===== src/cpp_pkg.sv =====
package cpp_pkg;
   // Timing
   localparam int CLK_PERIOD_NS = 10;
   localparam int RST_TIME_NS = 2000;
   localparam int RST_CYC = (RST_TIME_NS + CLK_PERIOD_NS - 1) / CLK_PERIOD_NS;
   localparam int SETTLE_TIME_NS = 10000;
   localparam int SETTLE_CYC = (SETTLE_TIME_NS + CLK_PERIOD_NS - 1) / CLK_PERIOD_NS;
   localparam int CNT_W = 11;

   // Register byte offsets
   localparam logic [11:0] A_CMD = 12'h000;
   localparam logic [11:0] A_SETPOINT = 12'h004;
   localparam logic [11:0] A_RESP = 12'h008;
   localparam logic [11:0] A_STATUS = 12'h00C;
   localparam logic [11:0] A_CONFIG = 12'h010;
   localparam logic [11:0] A_STB = 12'h014;
   localparam logic [11:0] A_SRE = 12'h018;

   // Opcodes, written to CMD[7:0], parameter in CMD[15:8]
   localparam logic [7:0] OP_PRESS = 8'h01;
   localparam logic [7:0] OP_PUNIT = 8'h02;
   localparam logic [7:0] OP_PUNIT_Q = 8'h03;
   localparam logic [7:0] OP_RANGE_Q = 8'h04;
   localparam logic [7:0] OP_HOLD = 8'h05;
   localparam logic [7:0] OP_HOLD_Q = 8'h06;
   localparam logic [7:0] OP_REMOTE = 8'h07;
   localparam logic [7:0] OP_LOCAL = 8'h08;
   localparam logic [7:0] OP_LOCKOUT = 8'h09;
   localparam logic [7:0] OP_RST = 8'h0A;
   localparam logic [7:0] OP_OHM_MSR = 8'h0B;
   localparam logic [7:0] OP_STYPE = 8'h0C;
   localparam logic [7:0] OP_STYPE_Q = 8'h0D;
   localparam logic [7:0] OP_SRE = 8'h0E;
   localparam logic [7:0] OP_SRE_Q = 8'h0F;
   localparam logic [7:0] OP_STB_Q = 8'h10;
   localparam logic [7:0] OP_STBY = 8'h11;
   localparam logic [7:0] OP_OPER = 8'h12;
   localparam logic [7:0] OP_THC_MSR = 8'h13;
   localparam logic [7:0] OP_CJ = 8'h14;
   localparam logic [7:0] OP_CJ_Q = 8'h15;
   localparam logic [7:0] OP_WAI = 8'h16;
   localparam logic [7:0] OP_OUT = 8'h17;
   localparam logic [7:0] OP_SMODE = 8'h18;

   // Parameter and response codes
   localparam logic [7:0] CODE_OFF = 8'h00;
   localparam logic [7:0] CODE_ON = 8'h01;
   localparam logic [7:0] CODE_INT = 8'h00;
   localparam logic [7:0] CODE_EXT = 8'h01;
   localparam logic [7:0] TUNIT_C = 8'h00;
   localparam logic [7:0] TUNIT_F = 8'h01;
   localparam logic [7:0] PUNIT_LAST = 8'h0E;
   localparam logic [7:0] SNS_FIXED_LAST = 8'h0F;
   localparam logic [7:0] SNS_OHMS_LOW = 8'h11;
   localparam logic [7:0] SNS_PLAT = 8'h12;
   localparam logic [7:0] SNS_USR_FIRST = 8'h21;
   localparam logic [7:0] SNS_USR_LAST = 8'h25;
   localparam logic [7:0] SNS_RESET = 8'h00;
   localparam logic [3:0] PUNIT_RESET = 4'h0;
   localparam logic SMODE_TC = 1'b0;
   localparam logic SMODE_RTD = 1'b1;

   // Range codes and thresholds in microvolts
   localparam logic [2:0] RNG_V0P1 = 3'h0;
   localparam logic [2:0] RNG_V1 = 3'h1;
   localparam logic [2:0] RNG_V10 = 3'h2;
   localparam logic [2:0] RNG_V100 = 3'h3;
   localparam logic [2:0] RNG_A0P1 = 3'h4;
   localparam logic [2:0] RNG_NONE = 3'h5;
   localparam logic [31:0] LIM_V0P1 = 32'h0001_86A0;
   localparam logic [31:0] LIM_V1 = 32'h000F_4240;
   localparam logic [31:0] LIM_V10 = 32'h0098_9680;

   // Status byte and enable positions
   localparam int SRE_UNUSED = 6;
   localparam int STB_MAV = 4;
   localparam int STB_ESB = 5;
   localparam int STB_MSS = 6;

   // STATUS register bits, and the valid bit of the RESP register
   localparam int ST_REMOTE = 0;
   localparam int ST_LOCKOUT = 1;
   localparam int ST_STANDBY = 2;
   localparam int ST_BUSY = 3;
   localparam int ST_ERROR = 4;
   localparam int ST_HOLD = 5;
   localparam int ST_CJ_EXT = 6;
   localparam int RESP_VALID = 8;

   typedef enum logic [1:0] {
      ST_IDLE = 2'b00,
      ST_RESET = 2'b01,
      ST_WAIT = 2'b10
   } cpp_state_e;

   typedef enum logic [1:0] {
      DISP_SOURCE = 2'b00,
      DISP_PRESSURE = 2'b01,
      DISP_RTD = 2'b10,
      DISP_TC = 2'b11
   } cpp_disp_e;

   typedef enum logic [2:0] {
      OU_V = 3'b000,
      OU_A = 3'b001,
      OU_OHM = 3'b010,
      OU_DEGC = 3'b011,
      OU_DEGF = 3'b100
   } cpp_unit_e;
endpackage : cpp_pkg


===== src/cpp_cmd_parser.sv =====
// Design decisions made here: the APB slave port and the placing of the registers.
`timescale 1ns/1ps
module cpp_cmd_parser (
   // Clock and reset
   input wire logic pclk,
   input wire logic presetn,
   // APB slave
   input wire logic psel,
   input wire logic penable,
   input wire logic pwrite,
   input wire logic [11:0] paddr,
   input wire logic [31:0] pwdata,
   output logic [31:0] prdata,
   output logic pready,
   output logic pslverr,
   // Front panel keys, raw pins
   input wire logic key_local_raw,
   input wire logic key_opstby_raw,
   // Event status summary from status logic
   input wire logic event_summary,
   // Instrument controls
   output logic remote,
   output logic lockout,
   output logic standby,
   output logic output_enable,
   output logic [1:0] display_mode,
   output logic [3:0] pressure_unit,
   output logic [2:0] range_code,
   output logic signed [31:0] setpoint,
   output logic [2:0] setpoint_unit,
   output logic sensor_mode,
   output logic [7:0] sensor_type,
   output logic temp_fahrenheit,
   output logic cj_external,
   output logic service_request
);
   import cpp_pkg::*;

   function automatic logic addr_ok(input logic [11:0] a);
      addr_ok = (a == A_CMD) || (a == A_SETPOINT) || (a == A_RESP) ||
         (a == A_STATUS) || (a == A_CONFIG) || (a == A_STB) || (a == A_SRE);
   endfunction : addr_ok

   function automatic logic sensor_ok(input logic [7:0] c);
      sensor_ok = (c <= SNS_PLAT) ||
         ((c >= SNS_USR_FIRST) && (c <= SNS_USR_LAST));
   endfunction : sensor_ok

   function automatic logic is_temp(input logic [2:0] u);
      is_temp = (u == OU_DEGC) || (u == OU_DEGF);
   endfunction : is_temp

   cpp_state_e state_q;
   logic [CNT_W-1:0] rst_cnt_q;
   logic [CNT_W-1:0] settle_cnt_q;
   logic cmd_pend_q;
   logic [7:0] cmd_op_q;
   logic [7:0] cmd_par_q;
   logic signed [31:0] stage_q;
   logic [7:0] resp_code_q;
   logic resp_valid_q;
   logic cmd_error_q;
   logic hold_q;
   logic [2:0] held_range_q;
   logic [7:0] sre_q;
   logic [31:0] prdata_q;
   logic [1:0] keys_sync;
   logic [1:0] keys_prev_q;
   logic [2:0] auto_range;
   logic [7:0] stb;
   logic [7:0] resp_d;
   logic is_query;
   logic param_bad;
   logic op_bad;

   // APB decode
   logic setup_ph;
   logic access_ph;
   logic cmd_write;
   logic xfer;
   logic take;
   logic key_local_p;
   logic key_opstby_p;
   logic panel_locked;
   logic type_change;

   assign setup_ph = psel & ~penable;
   assign access_ph = psel & penable;
   assign cmd_write = access_ph & pwrite & (paddr == A_CMD);
   // Command slot full stalls the bus instead of dropping a command
   assign pready = ~(cmd_write & cmd_pend_q);
   assign pslverr = access_ph & ~addr_ok(paddr);
   assign xfer = access_ph & pready;
   assign prdata = prdata_q;
   // Single executor, no knowledge of which port wrote the slot
   assign take = cmd_pend_q & (state_q == ST_IDLE);

   cpp_sync #(.W(2)) u_key_sync (
      .pclk(pclk),
      .presetn(presetn),
      .async_in({key_local_raw, key_opstby_raw}),
      .sync_out(keys_sync)
   );

   cpp_range_sel u_range (
      .value_uv(setpoint),
      .range_code(auto_range)
   );

   always_ff @(posedge pclk or negedge presetn) begin
      if (!presetn) begin
         keys_prev_q <= 2'h0;
      end else begin
         keys_prev_q <= keys_sync;
      end
   end

   assign key_local_p = keys_sync[1] & ~keys_prev_q[1];
   assign key_opstby_p = keys_sync[0] & ~keys_prev_q[0];
   assign panel_locked = remote & lockout;
   assign type_change = take & (cmd_op_q == OP_STYPE) & sensor_ok(cmd_par_q) &
      (cmd_par_q != sensor_type);

   // Command slot
   always_ff @(posedge pclk or negedge presetn) begin
      if (!presetn) begin
         cmd_pend_q <= 1'b0;
         cmd_op_q <= 8'h00;
         cmd_par_q <= 8'h00;
      end else if (xfer & cmd_write) begin
         cmd_pend_q <= 1'b1;
         cmd_op_q <= pwdata[7:0];
         cmd_par_q <= pwdata[15:8];
      end else if (take) begin
         cmd_pend_q <= 1'b0;
      end
   end

   // Executor sequencing
   always_ff @(posedge pclk or negedge presetn) begin
      if (!presetn) begin
         state_q <= ST_IDLE;
         rst_cnt_q <= '0;
      end else begin
         unique case (state_q)
            ST_IDLE: begin
               if (take && cmd_op_q == OP_RST) begin
                  state_q <= ST_RESET;
                  rst_cnt_q <= CNT_W'(RST_CYC - 1);
               end else if (take && cmd_op_q == OP_WAI) begin
                  state_q <= ST_WAIT;
               end
            end
            ST_RESET: begin
               if (rst_cnt_q == '0) begin
                  state_q <= ST_IDLE;
               end else begin
                  rst_cnt_q <= rst_cnt_q - 1'b1;
               end
            end
            ST_WAIT: begin
               if (settle_cnt_q == '0) begin
                  state_q <= ST_IDLE;
               end
            end
            default: begin
               state_q <= ST_IDLE;
            end
         endcase
      end
   end

   // Overlapped output settling
   always_ff @(posedge pclk or negedge presetn) begin
      if (!presetn) begin
         settle_cnt_q <= '0;
      end else if ((take && cmd_op_q == OP_OUT) || type_change) begin
         settle_cnt_q <= CNT_W'(SETTLE_CYC - 1);
      end else if (settle_cnt_q != '0) begin
         settle_cnt_q <= settle_cnt_q - 1'b1;
      end
   end

   // Remote and lockout; only power-up or the local command ends lockout
   always_ff @(posedge pclk or negedge presetn) begin
      if (!presetn) begin
         remote <= 1'b0;
         lockout <= 1'b0;
      end else if (take && cmd_op_q == OP_LOCAL) begin
         remote <= 1'b0;
         lockout <= 1'b0;
      end else if (take && cmd_op_q == OP_REMOTE) begin
         remote <= 1'b1;
      end else if (take && cmd_op_q == OP_LOCKOUT) begin
         lockout <= 1'b1;
      end else if (key_local_p && remote && !panel_locked) begin
         remote <= 1'b0;
      end
   end

   // Operate/standby
   always_ff @(posedge pclk or negedge presetn) begin
      if (!presetn) begin
         standby <= 1'b1;
      end else if (take && (cmd_op_q == OP_STBY || cmd_op_q == OP_RST)) begin
         standby <= 1'b1;
      end else if (take && cmd_op_q == OP_OPER) begin
         standby <= 1'b0;
      end else if (key_opstby_p && !remote) begin
         standby <= ~standby;
      end
   end

   assign output_enable = ~standby & ~((display_mode == DISP_SOURCE) &
      (sensor_mode == SMODE_RTD) & (sensor_type == SNS_PLAT) &
      is_temp(setpoint_unit));

   // Staged output value, applied by the output command
   always_ff @(posedge pclk or negedge presetn) begin
      if (!presetn) begin
         stage_q <= '0;
      end else if (xfer && pwrite && paddr == A_SETPOINT) begin
         stage_q <= pwdata;
      end
   end

   // Setpoint and its unit
   always_ff @(posedge pclk or negedge presetn) begin
      if (!presetn) begin
         setpoint <= '0;
         setpoint_unit <= OU_V;
      end else if (take && cmd_op_q == OP_RST) begin
         setpoint <= '0;
         setpoint_unit <= OU_V;
      end else if (type_change) begin
         setpoint <= '0;
         setpoint_unit <= OU_DEGC;
      end else if (take && cmd_op_q == OP_OUT) begin
         setpoint <= stage_q;
         if (cmd_par_q <= 8'(OU_DEGF)) begin
            setpoint_unit <= cmd_par_q[2:0];
         end
      end
   end

   // Primary display mode and temperature unit
   always_ff @(posedge pclk or negedge presetn) begin
      if (!presetn) begin
         display_mode <= DISP_SOURCE;
         temp_fahrenheit <= 1'b0;
      end else if (take) begin
         unique case (cmd_op_q)
            OP_PRESS: display_mode <= DISP_PRESSURE;
            OP_OHM_MSR, OP_THC_MSR: begin
               display_mode <= (cmd_op_q == OP_OHM_MSR) ? DISP_RTD : DISP_TC;
               if (cmd_par_q == TUNIT_C || cmd_par_q == TUNIT_F) begin
                  temp_fahrenheit <= cmd_par_q[0];
               end
            end
            OP_OUT, OP_RST: display_mode <= DISP_SOURCE;
            default: begin
            end
         endcase
      end
   end

   // Pressure unit, sensor mode and type survive a reset
   always_ff @(posedge pclk or negedge presetn) begin
      if (!presetn) begin
         pressure_unit <= PUNIT_RESET;
         sensor_mode <= SMODE_RTD;
         sensor_type <= SNS_RESET;
      end else if (take) begin
         if (cmd_op_q == OP_PUNIT && cmd_par_q <= PUNIT_LAST) begin
            pressure_unit <= cmd_par_q[3:0];
         end
         if (cmd_op_q == OP_SMODE) begin
            sensor_mode <= cmd_par_q[0];
         end
         if (cmd_op_q == OP_STYPE && sensor_ok(cmd_par_q)) begin
            sensor_type <= cmd_par_q;
         end
      end
   end

   // Range hold
   always_ff @(posedge pclk or negedge presetn) begin
      if (!presetn) begin
         hold_q <= 1'b0;
         held_range_q <= RNG_V0P1;
      end else if (take && cmd_op_q == OP_RST) begin
         hold_q <= 1'b0;
         held_range_q <= RNG_V0P1;
      end else if (take && cmd_op_q == OP_HOLD && cmd_par_q == CODE_ON) begin
         hold_q <= 1'b1;
         held_range_q <= auto_range;
      end else if (take && cmd_op_q == OP_HOLD && cmd_par_q == CODE_OFF) begin
         hold_q <= 1'b0;
      end
   end

   always_comb begin
      if (setpoint_unit == OU_V) begin
         range_code = hold_q ? held_range_q : auto_range;
      end else if (setpoint_unit == OU_A) begin
         range_code = RNG_A0P1;
      end else begin
         range_code = RNG_NONE;
      end
   end

   // Cold-junction source
   always_ff @(posedge pclk or negedge presetn) begin
      if (!presetn) begin
         cj_external <= 1'b0;
      end else if (take && cmd_op_q == OP_RST) begin
         cj_external <= 1'b0;
      end else if (take && cmd_op_q == OP_CJ && cmd_par_q <= CODE_EXT) begin
         cj_external <= cmd_par_q[0];
      end
   end

   // Service request enable; bit 6 never stored
   always_ff @(posedge pclk or negedge presetn) begin
      if (!presetn) begin
         sre_q <= 8'h00;
      end else if (take && cmd_op_q == OP_SRE && !cmd_par_q[SRE_UNUSED]) begin
         sre_q <= cmd_par_q & ~(8'h01 << SRE_UNUSED);
      end
   end

   // Status byte
   always_comb begin
      stb = 8'h00;
      stb[STB_MAV] = resp_valid_q;
      stb[STB_ESB] = event_summary;
      stb[STB_MSS] = |(stb & sre_q);
   end

   assign service_request = stb[STB_MSS];

   // Query answers and command checking
   always_comb begin
      resp_d = 8'h00;
      is_query = 1'b1;
      op_bad = 1'b0;
      param_bad = 1'b0;
      unique case (cmd_op_q)
         OP_PUNIT_Q: resp_d = {4'h0, pressure_unit};
         OP_RANGE_Q: resp_d = {5'h00, range_code};
         OP_HOLD_Q: resp_d = hold_q ? CODE_ON : CODE_OFF;
         OP_STYPE_Q: resp_d = sensor_type;
         OP_SRE_Q: resp_d = sre_q;
         OP_STB_Q: resp_d = stb;
         OP_CJ_Q: resp_d = cj_external ? CODE_EXT : CODE_INT;
         default: begin
            is_query = 1'b0;
            unique case (cmd_op_q)
               OP_PUNIT: param_bad = cmd_par_q > PUNIT_LAST;
               OP_HOLD: param_bad = cmd_par_q > CODE_ON;
               OP_STYPE: param_bad = !sensor_ok(cmd_par_q);
               OP_CJ: param_bad = cmd_par_q > CODE_EXT;
               OP_SRE: param_bad = cmd_par_q[SRE_UNUSED];
               OP_PRESS, OP_REMOTE, OP_LOCAL, OP_LOCKOUT, OP_RST,
               OP_OHM_MSR, OP_THC_MSR, OP_STBY, OP_OPER, OP_WAI, OP_OUT,
               OP_SMODE: param_bad = 1'b0;
               default: op_bad = 1'b1;
            endcase
         end
      endcase
   end

   // Response register; answer set wins, clear needs a read that saw it
   always_ff @(posedge pclk or negedge presetn) begin
      if (!presetn) begin
         resp_code_q <= 8'h00;
         resp_valid_q <= 1'b0;
      end else if (take && is_query) begin
         resp_code_q <= resp_d;
         resp_valid_q <= 1'b1;
      end else if (xfer && !pwrite && paddr == A_RESP && prdata_q[RESP_VALID]) begin
         resp_valid_q <= 1'b0;
      end
   end

   // Sticky command error, write one to STATUS bit to clear
   always_ff @(posedge pclk or negedge presetn) begin
      if (!presetn) begin
         cmd_error_q <= 1'b0;
      end else if (take && (op_bad || param_bad)) begin
         cmd_error_q <= 1'b1;
      end else if (xfer && pwrite && paddr == A_STATUS && pwdata[ST_ERROR]) begin
         cmd_error_q <= 1'b0;
      end
   end

   // Read data captured in the setup phase
   always_ff @(posedge pclk or negedge presetn) begin
      if (!presetn) begin
         prdata_q <= 32'h0000_0000;
      end else if (setup_ph && !pwrite) begin
         prdata_q <= 32'h0000_0000;
         unique case (paddr)
            A_CMD: prdata_q <= {16'h0000, cmd_par_q, cmd_op_q};
            A_SETPOINT: prdata_q <= stage_q;
            A_RESP: prdata_q <= {23'h000000, resp_valid_q, resp_code_q};
            A_STATUS: begin
               prdata_q[ST_REMOTE] <= remote;
               prdata_q[ST_LOCKOUT] <= lockout;
               prdata_q[ST_STANDBY] <= standby;
               prdata_q[ST_BUSY] <= cmd_pend_q | (state_q != ST_IDLE);
               prdata_q[ST_ERROR] <= cmd_error_q;
               prdata_q[ST_HOLD] <= hold_q;
               prdata_q[ST_CJ_EXT] <= cj_external;
            end
            A_CONFIG: prdata_q <= {12'h000, temp_fahrenheit, sensor_mode,
               display_mode, sensor_type, range_code, 1'b0, pressure_unit};
            A_STB: prdata_q <= {24'h000000, stb};
            A_SRE: prdata_q <= {24'h000000, sre_q};
            default: prdata_q <= 32'h0000_0000;
         endcase
      end
   end
endmodule : cpp_cmd_parser


===== src/cpp_sync.sv =====
`timescale 1ns/1ps
module cpp_sync #(
   parameter int W = 2
) (
   // Clock and reset
   input wire logic pclk,
   input wire logic presetn,
   // Data
   input wire logic [W-1:0] async_in,
   output logic [W-1:0] sync_out
);
   logic [W-1:0] meta_q;

   always_ff @(posedge pclk or negedge presetn) begin
      if (!presetn) begin
         meta_q <= '0;
         sync_out <= '0;
      end else begin
         meta_q <= async_in;
         sync_out <= meta_q;
      end
   end
endmodule : cpp_sync


===== src/cpp_range_sel.sv =====
`timescale 1ns/1ps
module cpp_range_sel (
   // Output value in microvolts
   input wire logic signed [31:0] value_uv,
   // Smallest voltage range that holds it
   output logic [2:0] range_code
);
   import cpp_pkg::*;

   logic [31:0] mag;

   always_comb begin
      mag = value_uv[31] ? 32'(-value_uv) : 32'(value_uv);
      if (mag <= LIM_V0P1) begin
         range_code = RNG_V0P1;
      end else if (mag <= LIM_V1) begin
         range_code = RNG_V1;
      end else if (mag <= LIM_V10) begin
         range_code = RNG_V10;
      end else begin
         range_code = RNG_V100;
      end
   end
endmodule : cpp_range_sel


===== config.mk =====
export PLATFORM = sky130hd
export DESIGN_NAME = cpp_cmd_parser
export DESIGN_NICKNAME = d
export VERILOG_FILES = /design/src/cpp_pkg.sv /design/src/cpp_cmd_parser.sv /design/src/cpp_sync.sv /design/src/cpp_range_sel.sv
export SDC_FILE = /design/constraint.sdc
export NUM_CORES = 1
export LEC_CHECK = 0
export ABC_AREA = 0
export BUFFER_PORTS_ARGS = -buffer_cell sky130_fd_sc_hd__buf_2
export CAP_MARGIN = 20
export CORE_AREA = 2 2 152 154
export CTS_CLUSTER_DIAMETER = 120
export CTS_CLUSTER_SIZE = 10
export DETAILED_ROUTE_END_ITERATION = 6
export DIE_AREA = 0 0 154 156
export GPL_ROUTABILITY_DRIVEN = 0
export HOLD_SLACK_MARGIN = 0.15
export PLACE_DENSITY = 0.7
export RECOVER_POWER = 25
export REMOVE_ABC_BUFFERS = 1
export SLEW_MARGIN = 5
export SYNTH_ARGS = -nofsm -noshare
export SYNTH_HDL_FRONTEND = slang
export SYNTH_SLANG_ARGS = --single-unit

===== constraint.sdc =====
create_clock -name pclk -period 4.5 [get_ports pclk]
set_clock_uncertainty 0.2 [all_clocks]
set_input_delay 0.9 -clock pclk [delete_from_list [all_inputs] [get_ports pclk]]
set_output_delay 0.9 -clock pclk [all_outputs]
set_load 0.01 [all_outputs]

==> summary.md <==
| Metric | Value |
|---|---|
| Placed standard-cell area | `11200 um^2` |
| Clock-pin slew on the worst setup and hold paths | `0.07 ns` |
| Setup WS post-layout | `-0.181 ns` |
| Vias in the first global route | `8779` |
| DR vias | `8999` |
| Seq. cell area | `4660 um^2` |
| # fillers | `1953` |
| Failing checks | `capacitance limit, slew limit, setup timing` |
| Most common cell after layout, fill and taps aside | `dfrtp_1` |
| Vias per cell | `6.17` |
| Layout cells sized above 1 | `0.309` |
| Max Freq | `214 MHz` |
| Final Util | `0.539` |
| CP Capture Type | `primary output` |
| Sequential share of the synthesized area | `0.470` |
| Gr ovfl total | `0` |
| CP max stage delay | `0.50 ns` |
| Die W | `154 um` |
| TritonCTS buffer count | `17` |
| Synth warnings | `0` |
| # Max-Cap Violations | `1` |
| Critical path arrival | `3.58 ns` |
| # setup viols final | `2` |
| I/O pin cnt | `146` |
| Largest net degree at the start of global routing | `95` |
| Standard-cell rows | `55` |
| Multi-input logic area | `5030 um^2` |
| Post-detail-place hpwl | `22.7 mm` |
| RSZ-0062 raised after global routing | `yes` |
| CTS max path bufs | `2` |
| Placed Cells | `1409` |
| Post-Layout Cell Count | `1459` |
| Worst VDD drop | `0.000244 V` |
| Critical path, cell by cell | `buf_4, nor4b_1, nand4_1, o21ai_0, xor2_1, o211ai_1, a2111o_1, o41a_1, o21ai_2, nand2_2, buf_6` |
| Synthesized area per cell | `9.99 um^2` |
| CP Class | `register to primary output` |
| Area of the core | `22400 um^2` |
| Clk root buf | `clkbuf_16` |
| Critical-path top delay cell | `dfrtp_1` |
| H-tree Lvls | `4` |
| Share of the synthesized area in the top cell type | `0.464` |
| Most frequent cells in the layout | `dfrtp_1 (181), buf_2 (143), nor2_1 (79), nand2_1 (70), mux2_2 (70)` |
| DR iter-0 viols | `918` |
| EDFF count, synth | `0` |
| Hold Fails Final Rpt | `0` |
| Routed Antenna Nets | `0` |
| WHS | `0.159 ns` |
| CP max FO | `6` |
| Pwr Density | `283 nW/um^2` |
| Die Y | `156 um` |
| Initial antenna violation count | `1` |
| DRC | `0` |
| Synth area leader | `dfrtp_1` |
| Top cells by area, synth | `dfrtp_1 (46%), mux2_2 (8.0%), a22o_1 (4.0%)` |
| Design Area, Final | `12100 um^2` |
| Total Die Area | `24000 um^2` |
| Data required, critical path | `3.40 ns` |
| Worst setup SP type | `register` |
| Total GRT Usage | `0.263` |
| Buffers on Ports | `145` |
| Final Max Tran Viols | `95` |
| Tot Pwr | `3.42 mW` |
| Final Net Count | `1215` |
| DR WL/cell | `21.6 um` |
| Syn-to-layout area delta | `21.5%` |
| Mapped Cells | `992` |
| Final period util | `1.04` |
| CTS tree | `yes` |
| Clock sinks | `186` |
| Status | `finished, violations left` |
| Reg2Reg Setup Slack | `0.66 ns` |
| Worst slew pin tran | `2.31 ns` |
| Class of the worst hold path | `register to register` |
| DRT Pass-1 Iters | `5` |
| Wire length of the first global-routing pass | `49.3 mm` |
| Static Leak | `5.87 nW` |
| Post-Syn Area | `9910 um^2` |
| Initial Util | `0.443` |
| Synthesized flop and latch total | `186` |
| Post-synth ARST share | `1.00` |
| Drt total wl | `31.5 mm` |
| Synth unique cells | `79` |
| Primary FF master, synth | `dfrtp_1` |
| Period minus WS final | `4.68 ns` |
| Slew headroom | `-0.542` |
| Clk_lat worst skew | `0.44 ns` |
## what timing repair did
| item | CTS | global route |
|---|---|---|
| endpoints found under the setup margin | 2 | 2 |
| resized for setup | 17 | 12 |
| setup buffers | 14 | 3 |
| hold buffers | 0 | 0 |
| pin swaps | 14 | 7 |
## state kept, by name (all words and copies together), names as in the netlist, 4 cells and up
name           flops
pressure_unit      4
resp_code_q        8
prdata            32
settle_cnt_q      11
stage_q           32
sensor_type        8
setpoint          32
cmd_par_q          8
cmd_op_q           8
sre_q              7
rst_cnt_q         11
## area by class of cell
type,instances,area share
Antenna cell,1,0.000208
Clock buffer,19,0.0368
Tap cell,285,0.0296
Sequential cell,186,0.387
Inverter,21,0.00654
Clock inverter,13,0.0147
Multi-Input combinational cell,715,0.417
Timing Repair Buffer,219,0.108
## Yosys cell counts, types with 4 or more instances
cell type and n:
xnor2_1 21, nor2_1 81, buf_2 6, o31ai_1 6, a22oi_1 26, nand2b_1 5, buf_1 7, nor4_1 14
nor3b_1 6, dfrtp_1 184, o2111ai_1 7, a21oi_1 36, or2_2 5, a221oi_1 5, and3_1 12, nand2_1 72
nand4_1 8, nor4b_1 7, mux2_2 70, o31a_1 4, clkbuf_1 56, a41oi_1 6, o211ai_1 5, nand3_1 28
nor3_1 29, o22ai_1 5, nor2b_1 15, o21ai_0 47, and2_1 12, a22o_1 45, xor2_1 23, a31oi_1 13
o21a_1 8, a222oi_1 8, or4_1 7, or3_1 11, mux2i_1 5, inv_1 21
## layer usage
layer	wire length (um)	global-route usage	vias up
met5	0	0	-
met4	1310	0.109	0
met3	2660	0.0456	98
met2	14700	0.428	498
met1	12700	0.350	4368
li1	-	-	4035
## metrics by stage
stage	setup TNS, ns	worst slack (ns)
finish	-0.184	-0.181
global route	-0.355	-0.235
CTS	-0.117	-0.117
floorplan	-44.24	-0.933
global placement	0	0.238
detailed placement	0	0.148
## power by group
part	switching (mW)	total [mW]	leakage [nW]	internal, mW
sequential	0.0124	1.70	2.54	1.69
combinational	0.0842	0.127	3.04	0.0424
clock	0.684	1.59	0.291	0.904
## path summary, 6_finish.rpt
path | start | to | cells past startpoint
worst min-delay path | u_key_sync.meta_q[1]$_DFF_PN0_ | u_key_sync.sync_out[1]$_DFF_PN0_ | 0
worst max-delay path | setpoint[13]$_DFFE_PN0P_ | range_code[0] | 11
worst max register to register | cmd_par_q[1]$_DFFE_PN0P_ | setpoint[25]$_DFFE_PN0P_ | 10
max in group asynchronous | presetn | stage_q[9]$_DFFE_PN0P_ | 2
min in group asynchronous | presetn | settle_cnt_q[4]$_DFFE_PN0P_ | 1
worst min register to register | u_key_sync.meta_q[1]$_DFF_PN0_ | u_key_sync.sync_out[1]$_DFF_PN0_ | 0
## critical path: cells and delay by family (launching register included)
family                    cells  cell delay (ns)
xor gates and xnor gates      1             0.31
buffers and inverters         2             0.38
and+or+nand+nor               3             0.66
DFF                           1             0.50
AOI/OAI and AO/OA             5             1.28
## cells by family (layout without fill, tap and decap cells)
kind of cell | after synthesis | after routing | share of synthesized area
other cells | 0 | 1 | 0
buf+inv | 91 | 272 | 0.0360
flops | 186 | 186 | 0.470
xor+xnor | 44 | 44 | 0.0389
fa+ha+maj | 3 | 3 | 0.00379
compound gates | 261 | 261 | 0.191
mux | 75 | 75 | 0.0846
simple gates | 332 | 332 | 0.176
(Power assumes the default switching activity.)
